`config.mk`:
```
export PLATFORM = sky130hd
export DESIGN_NAME = phase_ocp_adc_monitor
export DESIGN_NICKNAME = d
export VERILOG_FILES = /design/src/rtl/phase_ocp_pkg.sv /design/src/rtl/delay_line.sv /design/src/rtl/avg_filter.sv /design/src/rtl/phase_ocp_adc_monitor.sv
export VERILOG_INCLUDE_DIRS = /design/src /design/src/rtl
export SDC_FILE = /design/constraint.sdc
export NUM_CORES = 1
export LEC_CHECK = 0
export BUFFER_PORTS_ARGS = -buffer_cell sky130_fd_sc_hd__buf_2
export CAP_MARGIN = 20
export CORE_UTILIZATION = 55
export DETAILED_ROUTE_END_ITERATION = 6
export GPL_ROUTABILITY_DRIVEN = 0
export PLACE_DENSITY = 0.73
export SLEW_MARGIN = 20
export SYNTH_ARGS = -nofsm -noshare
export SYNTH_HDL_FRONTEND = slang
export SYNTH_SLANG_ARGS = --single-unit
```
`constraint.sdc`:
```
create_clock -name clk -period 11.2 [get_ports clk]
set_input_delay 0.56 -clock clk [delete_from_list [all_inputs] [get_ports clk]]
set_output_delay 0.56 -clock clk [all_outputs]
set_load 0.03 [all_outputs]
```
`src/rtl/phase_ocp_regs.svh`:
```
/*
  register offsets, field positions, reset values and timing figures of the phase
  limiter and measurement monitor. assumes inclusion by bare name.
*/
`ifndef PHASE_OCP_REGS_SVH
`define PHASE_OCP_REGS_SVH

`define OFS_GAIN_LOW 8'h21
`define OFS_GAIN_HIGH 8'h22
`define OFS_SUM_DELAY 8'h23
`define OFS_SUM_THRESHOLD 8'h24
`define OFS_FAULT_STATUS 8'h2a
`define OFS_PHASE_FLAGS 8'h2b
`define OFS_CURRENT_RESULT 8'h2e
`define OFS_VOLTAGE_RESULT 8'h2f
`define OFS_THERMAL_RESULT 8'h30
`define OFS_CURRENT_WINDOW 8'h31
`define OFS_VOLTAGE_WINDOW 8'h32
`define OFS_THERMAL_WINDOW 8'h33
`define OFS_LIMIT_DISABLE 8'h4d

`define RST_REG8 8'h00
`define RST_GAIN 8'h80
`define BIT_SUM_FAULT 2
`define DIS_OFF 2'h0

// times in ns
`define CLK_PERIOD_NS 10
`define COMPARE_DELAY_NS 100
`define SLOW_INTERVAL_NS 40500
`define FAST_INTERVAL_NS 13500
`define BOOST_INTERVAL_NS 6750
`define COMPARE_DELAY_CYC (`COMPARE_DELAY_NS / `CLK_PERIOD_NS)
`define SLOW_INTERVAL_CYC (`SLOW_INTERVAL_NS / `CLK_PERIOD_NS)
`define FAST_INTERVAL_CYC (`FAST_INTERVAL_NS / `CLK_PERIOD_NS)
`define BOOST_INTERVAL_CYC (`BOOST_INTERVAL_NS / `CLK_PERIOD_NS)

// sum fault deglitch, in conversions of the current channel
`define SUM_DELAY_0 4'h1
`define SUM_DELAY_1 4'h2
`define SUM_DELAY_2 4'h4
`define SUM_DELAY_3 4'h8

`endif

```
`src/rtl/phase_ocp_pkg.sv`:
```
/*
  types shared by the phase limiter and measurement monitor.
  assumes the offsets and figures of phase_ocp_regs.svh.
*/
package phase_ocp_pkg;
  typedef struct packed {
    logic wr;
    logic rd;
    logic [7:0] addr;
    logic [7:0] wdata;
  } reg_req_t;

  typedef enum {
    conv_idle,
    conv_run
  } conv_state_t;
endpackage

```
`src/rtl/delay_line.sv`:
```
/*
  fixed delay of a bit vector, standing in for comparator response time.
  assumes a single clk domain.
*/
`timescale 1ns/1ps
module delay_line #(
  parameter int WIDTH = 8,
  parameter int DEPTH = 10
) (
  // clock and reset
  input wire logic clk,
  input wire logic rstn,
  // data
  input wire logic [WIDTH-1:0] din,
  output logic [WIDTH-1:0] dout
);
  logic [WIDTH-1:0] stage [DEPTH];
  logic [WIDTH-1:0] next_stage [DEPTH];

  always_comb begin
    next_stage[0] = din;
    for (int i = 1; i < DEPTH; i++) begin
      next_stage[i] = stage[i-1];
    end
  end

  always_ff @(posedge clk or negedge rstn) begin
    if (!rstn) begin
      for (int i = 0; i < DEPTH; i++) begin
        stage[i] <= '0;
      end
    end else begin
      stage <= next_stage;
    end
  end

  assign dout = stage[DEPTH-1];
endmodule // delay_line

```
`src/rtl/avg_filter.sv`:
```
/*
  running average of an 8-bit sample, window 1/2/4/8 samples picked by sel.
  assumes one valid pulse per new sample.
*/
`timescale 1ns/1ps
module avg_filter (
  // clock and reset
  input wire logic clk,
  input wire logic rstn,
  // sample in
  input wire logic valid,
  input wire logic [7:0] sample,
  input wire logic [1:0] sel,
  // average out
  output logic [7:0] avg
);
  logic [10:0] acc;
  logic [10:0] next_acc;
  logic [7:0] next_avg;

  // exponential average; shift of sel sets the window
  always_comb begin
    next_acc = acc;
    next_avg = avg;
    if (valid) begin
      next_acc = acc - (acc >> sel) + {3'h0, sample};
      next_avg = 8'((acc - (acc >> sel) + {3'h0, sample}) >> sel);
    end
  end

  always_ff @(posedge clk or negedge rstn) begin
    if (!rstn) begin
      acc <= '0;
      avg <= '0;
    end else begin
      acc <= next_acc;
      avg <= next_avg;
    end
  end
endmodule // avg_filter

```
`src/rtl/phase_ocp_adc_monitor.sv`:
```
/*
  per-phase valley limiter and periodic measurement monitor with its registers.
  assumes a digitised sample source (converter handshake) and pin inputs that
  are asynchronous; register access comes through the documented register port.
*/
// How it works
// - a phase above its valley limit may not start a new pulse cycle
// - per-phase limit gain comes from two 8-bit gain registers
// - flag bit set while that phase current exceeds its limit
// - flag follows the comparator live, no latching
// - flag and block update about 120 ns after the crossing
// - power good stays high during per-phase limiting
// - nonzero two-bit disable field turns per-phase limiting off
// - converter idles until power good has gone high
// - voltage and thermal inputs converted every 40.5 us
// - current monitor converted every 13.5 us normally
// - current, voltage, thermal results at three consecutive offsets
// - each result averaged over a window its own two-bit field selects
// - after sum fault trips, current conversion interval becomes 6.75 us
// - sum fault deglitch taken from a two-bit field
// - each raw current conversion (not the averaged result) compared with six-bit sum threshold
// - persistent sum fault tri-states pulses, drops power good, latches flag
`timescale 1ns/1ps
`include "phase_ocp_regs.svh"
module phase_ocp_adc_monitor #(
  parameter int PHASES = 8,
  parameter int SLOW_CYC = `SLOW_INTERVAL_CYC,
  parameter int FAST_CYC = `FAST_INTERVAL_CYC,
  parameter int BOOST_CYC = `BOOST_INTERVAL_CYC
) (
  // clock and reset
  input wire logic clk,
  input wire logic rstn,
  // register port
  input wire phase_ocp_pkg::reg_req_t req,
  output logic [7:0] rdata,
  // phase comparators, one per phase, high when current above limit
  input wire logic [PHASES-1:0] phase_sensed_current_high,
  output logic [15:0] limit_gain,
  // pulse control
  input wire logic [PHASES-1:0] pulse_request,
  output logic [PHASES-1:0] pulse_start,
  output logic pulse_tristate,
  // power good
  input wire logic regulation_ok,
  output logic power_good_output,
  // converter
  output logic conv_start,
  output logic [1:0] conv_channel,
  input wire logic conv_done,
  input wire logic [7:0] conv_data
);
  // two-stage synchronisers for pin inputs
  logic [PHASES-1:0] cmp_meta, cmp_sync;
  logic ok_meta, ok_sync;
  logic [PHASES-1:0] cmp_delayed;

  always_ff @(posedge clk or negedge rstn) begin
    if (!rstn) begin
      cmp_meta <= '0;
      cmp_sync <= '0;
      ok_meta <= 1'b0;
      ok_sync <= 1'b0;
    end else begin
      cmp_meta <= phase_sensed_current_high;
      cmp_sync <= cmp_meta;
      ok_meta <= regulation_ok;
      ok_sync <= ok_meta;
    end
  end

  // comparator response time
  delay_line #(
    .WIDTH(PHASES),
    .DEPTH(`COMPARE_DELAY_CYC)
  ) u_cmp_delay (
    .clk(clk),
    .rstn(rstn),
    .din(cmp_sync),
    .dout(cmp_delayed)
  );

  // registers
  logic [7:0] gain_low, gain_high, sum_delay, sum_threshold;
  logic [7:0] cur_window, volt_window, therm_window, limit_disable;
  logic [7:0] next_gain_low, next_gain_high, next_sum_delay, next_sum_threshold;
  logic [7:0] next_cur_window, next_volt_window, next_therm_window, next_limit_disable;

  always_comb begin
    next_gain_low = gain_low;
    next_gain_high = gain_high;
    next_sum_delay = sum_delay;
    next_sum_threshold = sum_threshold;
    next_cur_window = cur_window;
    next_volt_window = volt_window;
    next_therm_window = therm_window;
    next_limit_disable = limit_disable;
    if (req.wr) begin
      case (req.addr)
        `OFS_GAIN_LOW: next_gain_low = req.wdata;
        `OFS_GAIN_HIGH: next_gain_high = req.wdata;
        `OFS_SUM_DELAY: next_sum_delay = req.wdata;
        `OFS_SUM_THRESHOLD: next_sum_threshold = req.wdata;
        `OFS_CURRENT_WINDOW: next_cur_window = req.wdata;
        `OFS_VOLTAGE_WINDOW: next_volt_window = req.wdata;
        `OFS_THERMAL_WINDOW: next_therm_window = req.wdata;
        `OFS_LIMIT_DISABLE: next_limit_disable = req.wdata;
        default: ;
      endcase
    end
  end

  always_ff @(posedge clk or negedge rstn) begin
    if (!rstn) begin
      gain_low <= `RST_GAIN;
      gain_high <= `RST_GAIN;
      sum_delay <= `RST_REG8;
      sum_threshold <= `RST_REG8;
      cur_window <= `RST_REG8;
      volt_window <= `RST_REG8;
      therm_window <= `RST_REG8;
      limit_disable <= `RST_REG8;
    end else begin
      gain_low <= next_gain_low;
      gain_high <= next_gain_high;
      sum_delay <= next_sum_delay;
      sum_threshold <= next_sum_threshold;
      cur_window <= next_cur_window;
      volt_window <= next_volt_window;
      therm_window <= next_therm_window;
      limit_disable <= next_limit_disable;
    end
  end

  assign limit_gain = {gain_high, gain_low};

  // per-phase limiting
  logic limit_enabled;
  logic [7:0] phase_flags;
  assign limit_enabled = (limit_disable[1:0] == `DIS_OFF);

  always_comb begin
    phase_flags = '0;
    for (int i = 0; i < PHASES && i < 8; i++) begin
      phase_flags[i] = cmp_delayed[i];
    end
  end

  logic sum_fault;
  always_comb begin
    for (int i = 0; i < PHASES; i++) begin
      pulse_start[i] = pulse_request[i] && !sum_fault
        && !(limit_enabled && cmp_delayed[i]);
    end
  end

  // power good ignores per-phase limiting
  assign power_good_output = ok_sync && !sum_fault;
  assign pulse_tristate = sum_fault;

  // conversion scheduler
  phase_ocp_pkg::conv_state_t state, next_state;
  logic [15:0] cur_timer, slow_timer, next_cur_timer, next_slow_timer;
  logic slow_sel, next_slow_sel;
  logic cur_pend, slow_pend, next_cur_pend, next_slow_pend;
  logic busy, next_busy;
  logic [1:0] chan, next_chan;
  logic [15:0] cur_reload;

  assign cur_reload = sum_fault ? 16'(BOOST_CYC - 1) : 16'(FAST_CYC - 1);

  always_comb begin
    next_state = state;
    next_cur_timer = cur_timer;
    next_slow_timer = slow_timer;
    next_slow_sel = slow_sel;
    next_cur_pend = cur_pend;
    next_slow_pend = slow_pend;
    next_busy = busy;
    next_chan = chan;
    conv_start = 1'b0;
    case (state)
      phase_ocp_pkg::conv_idle: begin
        if (ok_sync) begin
          next_state = phase_ocp_pkg::conv_run;
          next_cur_pend = 1'b1;
          next_slow_pend = 1'b1;
          next_cur_timer = cur_reload;
          // half interval: voltage and thermal alternate, each every SLOW_CYC
          next_slow_timer = 16'((SLOW_CYC / 2) - 1);
        end
      end
      phase_ocp_pkg::conv_run: begin
        if (cur_timer == 16'h0000) begin
          next_cur_timer = cur_reload;
          next_cur_pend = 1'b1;
        end else begin
          next_cur_timer = cur_timer - 16'h0001;
        end
        // voltage and thermal interleave, each every second tick
        if (slow_timer == 16'h0000) begin
          next_slow_timer = 16'((SLOW_CYC / 2) - 1);
          next_slow_pend = 1'b1;
        end else begin
          next_slow_timer = slow_timer - 16'h0001;
        end
        if (busy) begin
          if (conv_done) begin
            next_busy = 1'b0;
          end
        end else if (cur_pend) begin
          conv_start = 1'b1;
          next_chan = 2'h0;
          next_busy = 1'b1;
          next_cur_pend = 1'b0;
        end else if (slow_pend) begin
          conv_start = 1'b1;
          next_chan = slow_sel ? 2'h2 : 2'h1;
          next_slow_sel = !slow_sel;
          next_busy = 1'b1;
          next_slow_pend = 1'b0;
        end
      end
      default: next_state = phase_ocp_pkg::conv_idle;
    endcase
  end

  always_ff @(posedge clk or negedge rstn) begin
    if (!rstn) begin
      state <= phase_ocp_pkg::conv_idle;
      cur_timer <= '0;
      slow_timer <= '0;
      slow_sel <= 1'b0;
      cur_pend <= 1'b0;
      slow_pend <= 1'b0;
      busy <= 1'b0;
      chan <= 2'h0;
    end else begin
      state <= next_state;
      cur_timer <= next_cur_timer;
      slow_timer <= next_slow_timer;
      slow_sel <= next_slow_sel;
      cur_pend <= next_cur_pend;
      slow_pend <= next_slow_pend;
      busy <= next_busy;
      chan <= next_chan;
    end
  end

  assign conv_channel = conv_start ? next_chan : chan;

  // averaging per channel
  logic [2:0] ch_valid;
  logic [7:0] avg [3];
  logic [1:0] win [3];
  assign win[0] = cur_window[1:0];
  assign win[1] = volt_window[1:0];
  assign win[2] = therm_window[1:0];

  genvar g;
  generate
    for (g = 0; g < 3; g++) begin : g_avg
      assign ch_valid[g] = busy && conv_done && (chan == 2'(g));
      avg_filter u_avg (
        .clk(clk),
        .rstn(rstn),
        .valid(ch_valid[g]),
        .sample(conv_data),
        .sel(win[g]),
        .avg(avg[g])
      );
    end
  endgenerate

  // sum fault deglitch
  function automatic logic [3:0] delay_count(input logic [1:0] code);
    case (code)
      2'h0: delay_count = `SUM_DELAY_0;
      2'h1: delay_count = `SUM_DELAY_1;
      2'h2: delay_count = `SUM_DELAY_2;
      default: delay_count = `SUM_DELAY_3;
    endcase
  endfunction

  logic [3:0] over_count, next_over_count;
  logic next_sum_fault;
  always_comb begin
    next_over_count = over_count;
    next_sum_fault = sum_fault;
    if (ch_valid[0]) begin
      if (conv_data > {2'h0, sum_threshold[5:0]}) begin
        next_over_count = over_count + 4'h1;
        if (over_count + 4'h1 >= delay_count(sum_delay[1:0])) begin
          next_sum_fault = 1'b1;
        end
      end else begin
        next_over_count = 4'h0;
      end
    end
  end

  always_ff @(posedge clk or negedge rstn) begin
    if (!rstn) begin
      over_count <= '0;
      sum_fault <= 1'b0;
    end else begin
      over_count <= next_over_count;
      sum_fault <= next_sum_fault;
    end
  end

  // read mux
  logic [7:0] next_rdata;
  always_comb begin
    next_rdata = 8'h00;
    if (req.rd) begin
      case (req.addr)
        `OFS_GAIN_LOW: next_rdata = gain_low;
        `OFS_GAIN_HIGH: next_rdata = gain_high;
        `OFS_SUM_DELAY: next_rdata = sum_delay;
        `OFS_SUM_THRESHOLD: next_rdata = sum_threshold;
        `OFS_FAULT_STATUS: next_rdata = 8'(sum_fault) << `BIT_SUM_FAULT;
        `OFS_PHASE_FLAGS: next_rdata = phase_flags;
        `OFS_CURRENT_RESULT: next_rdata = avg[0];
        `OFS_VOLTAGE_RESULT: next_rdata = avg[1];
        `OFS_THERMAL_RESULT: next_rdata = avg[2];
        `OFS_CURRENT_WINDOW: next_rdata = cur_window;
        `OFS_VOLTAGE_WINDOW: next_rdata = volt_window;
        `OFS_THERMAL_WINDOW: next_rdata = therm_window;
        `OFS_LIMIT_DISABLE: next_rdata = limit_disable;
        default: next_rdata = 8'h00;
      endcase
    end
  end

  always_ff @(posedge clk or negedge rstn) begin
    if (!rstn) begin
      rdata <= 8'h00;
    end else begin
      rdata <= next_rdata;
    end
  end
endmodule // phase_ocp_adc_monitor

```
==> results.json <==
{
  "status": "completed",
  "std_cell_rows": 58,
  "die_area_mm2": 0.0268,
  "p_leak_nw": 7.41,
  "dp.final_hpwl_mm": 24.0,
  "synth_common_cells": "dfrtp_1, nand2_1, inv_1, o21ai_0, mux2_2",
  "numCtsBuffers": 28,
  "async_reset_ff_share_pct": 100,
  "critical_path.max_fanout": 23,
  "timing.final.hold_violations": 0,
  "wl_per_cell_um": 19.1,
  "reg2reg_depth": 10,
  "cp.required_ns": 11.62,
  "portBuffers": 82,
  "reg2reg_from": "volt_window[0]",
  "max_freq_mhz": 231,
  "synth-simple-area-share_pct": 11.6,
  "worstMarginPinSlew_ns": 1.06,
  "yosysMostFrequentCell": "dfrtp_1",
  "post_cts_resized": 0,
  "synth_top_area_share_pct": 46.8,
  "r2r-end": "g_avg[1].u_avg.avg[6]",
  "synth.area.top_cells": "dfrtp_1, mux2_2, mux4_2",
  "ctsHoldBuffers": 0,
  "setup.worst_path.end_class": "flop",
  "synth_compound_area_share_pct": 14.1,
  "dpl_worst_slack_ns": 6.85,
  "ir_worst_vdd_mv": 0.354,
  "post_cts_buffers": 0,
  "p_per_area_mw_per_mm2": 297,
  "postSynthAreaPerCell_um2": 10.8,
  "setup_viol": 0,
  "crit_type": "reg -> reg",
  "cts_max_level": 1,
  "start_util_pct": 56.6,
  "firstDrtPassIters": 5,
  "wirelength_mm": 33.8,
  "synth_fa_ha_area_share_pct": 8.04,
  "grt_pass1_vias": 10300,
  "period_needed_ns": 4.34,
  "drc": 0,
  "critical_path_arrival_ns": 4.75,
  "syn_nets": 1461,
  "grt_remaining_overflow": 0,
  "clock_skew_ns": 0.0390,
  "dp.cells": 1711,
  "ys_ff_latch": 271,
  "ys.flop_type": "dfrtp_1",
  "final.setup.worst_slack_ns": 6.86,
  "cts_tree": "done",
  "max_cap_violations": 0,
  "track_usage_pct": 25.7,
  "ios": 83,
  "drive_above_1_share_pct": 19.8,
  "finalCritPeriodShare_pct": 38.7,
  "core_area_mm2": 0.0254,
  "synthCells": 1337,
  "grt_max_degree": 130,
  "area_delta_synth_final_pct": 11.9,
  "synthMuxAreaShare_pct": 13.1,
  "synth_area_mm2": 0.0144,
  "stdcell_count": 1766,
  "synth_cell_type_count": 80,
  "yosys.area.top_type": "dfrtp_1",
  "synth_edf_count": 0,
  "clk_pin_slew_ns": 0.07,
  "drtIter0Drc": 859,
  "num_vias": 10700,
  "fin_hold_ws_ns": 0.0761,
  "grt_setup_unrepaired": "false",
  "via_per_inst": 6.04,
  "rrSetupSlack_ns": 6.86,
  "hp-class": "in -> async",
  "ant_nets": 0,
  "clockBufferDepth": 3,
  "grt_pass1_wl_mm": 53.7,
  "yosys.area_share.xor_xnor_pct": 1.70,
  "slew_headroom_pct": 28.8,
  "antenna_found_initial": 1,
  "setup_tns_ns": 0,
  "cts.sinks": 271,
  "seq_area_frac_synth_pct": 47.2,
  "fp.dieH_um": 164,
  "synth_warnings": 0,
  "critPathLaunchType": "flop",
  "die_x_um": 164,
  "finalNetCount": 1535,
  "clk-insertion-delay-late_ns": 0.57,
  "synth_top_family_by_area": "compound AO/OA/AOI/OAI gates",
  "clockRootBuffer": "clkbuf_16",
  "drv_slew": 0
}
## state kept, by name (all words and copies together), names as in the netlist, 4 cells and up
name / cells
u_cmp_delay.next_stage: 72
g_avg.u_avg.acc: 33
g_avg.u_avg.avg: 24
cur_timer: 16
slow_timer: 16
cmp_meta: 8
cmp_sync: 8
cur_window: 8
gain_high: 8
gain_low: 8
limit_disable: 8
rdata: 8
sum_delay: 8
sum_threshold: 8
therm_window: 8
u_cmp_delay.dout: 8
volt_window: 8
over_count: 4
## layout by cell type (no fill, tap or decap), drive strengths merged, types with 9 or more instances in the layout
cell type	Yosys	final
dfrtp	269	269
nand2	133	133
inv	111	112
o21ai	103	103
buf	9	95
mux2	81	81
a21oi	70	70
nor2	68	68
ha	54	54
mux4	38	38
clkbuf	42	33
nand3	26	26
fa	24	24
nor3	23	23
a21o	18	18
a31oi	16	16
nand2b	15	15
nor2b	14	14
xor2	14	14
xnor2	14	14
a22oi	13	13
o31ai	13	13
clkinv	3	13
mux2i	11	11
a221oi	10	10
o21a	10	10
nand4	9	9
or3	9	9
a22o	9	9
and3	9	9
## critical path: stages (launching register included)
cell and delay, ns:
dfrtp_1 0.94, mux4_2 0.63, fa_1 0.52, inv_1 0.05, ha_1 0.33, o21a_1 0.23, o21ai_0 0.39, a21oi_1 0.10
or3_1 0.41, a311o_1 0.37, o221a_2 0.25
## cell type report
cell class | count | area, um^2
clock buffers | 33 | 719
diodes | 3 | 7.51
repair buffers | 95 | 518
multi-input cells | 901 | 6990
inverters | 114 | 428
clock inverters | 19 | 234
fillers | 1952 | 9310
flip-flops and latches | 271 | 6790
well taps | 330 | 413
## routing by layer
layer / wire [um] / vias up / global-route usage [%]
met1: 14400 / 5362 / 35.5
met3: 2080 / 60 / 4.52
met5: 17 / - / 0
met2: 16400 / 301 / 41.9
met4: 920 / 2 / 7.45
li1: - / 4934 / -
## how the worst max path moves through the flow
stage	from	endpoint	slack (ns)	cells after the start
2_1_floorplan	cur_window[0]	g_avg[0].u_avg.avg[4]	7.15	13
3_3_place_gp	cur_window[0]	g_avg[0].u_avg.avg[4]	6.93	10
3_5_place_dp	cur_window[0]	g_avg[0].u_avg.avg[4]	6.85	10
4_1_cts	cur_window[0]	g_avg[0].u_avg.avg[4]	6.84	10
5_1_grt	volt_window[0]	g_avg[1].u_avg.avg[6]	6.57	10
6_report	volt_window[0]	g_avg[1].u_avg.avg[6]	6.86	10
## cells by family after synthesis
group,count (synthesis)
xor gates and xnor gates,28
AOI/OAI and AO/OA,319
muxes,130
DFF,271
buffers and inverters,165
adders and majority gates,78
and+or+nand+nor,346
## stage by stage
step | total power (W) | utilization [%] | instance area, um^2
2_1_floorplan | 0.00323 | - | 14400
5_1_grt | 0.00514 | 63.3 | 16100
4_1_cts | 0.00477 | 63.3 | 16100
3_3_place_gp | 0.00373 | 59.6 | 15100
3_5_place_dp | 0.00381 | 59.6 | 15100
6_report | 0.00477 | 63.4 | 16100
## report_power, final
group	total [W]	switching, W	internal (W)	leakage [nW]
Sequential	0.00136	0.000200	0.00116	3.39
Combinational	0.00247	0.00138	0.00109	3.57
Clock	0.000945	0.000405	0.000539	0.449
Note: power is estimated with default switching activity, not from simulation.
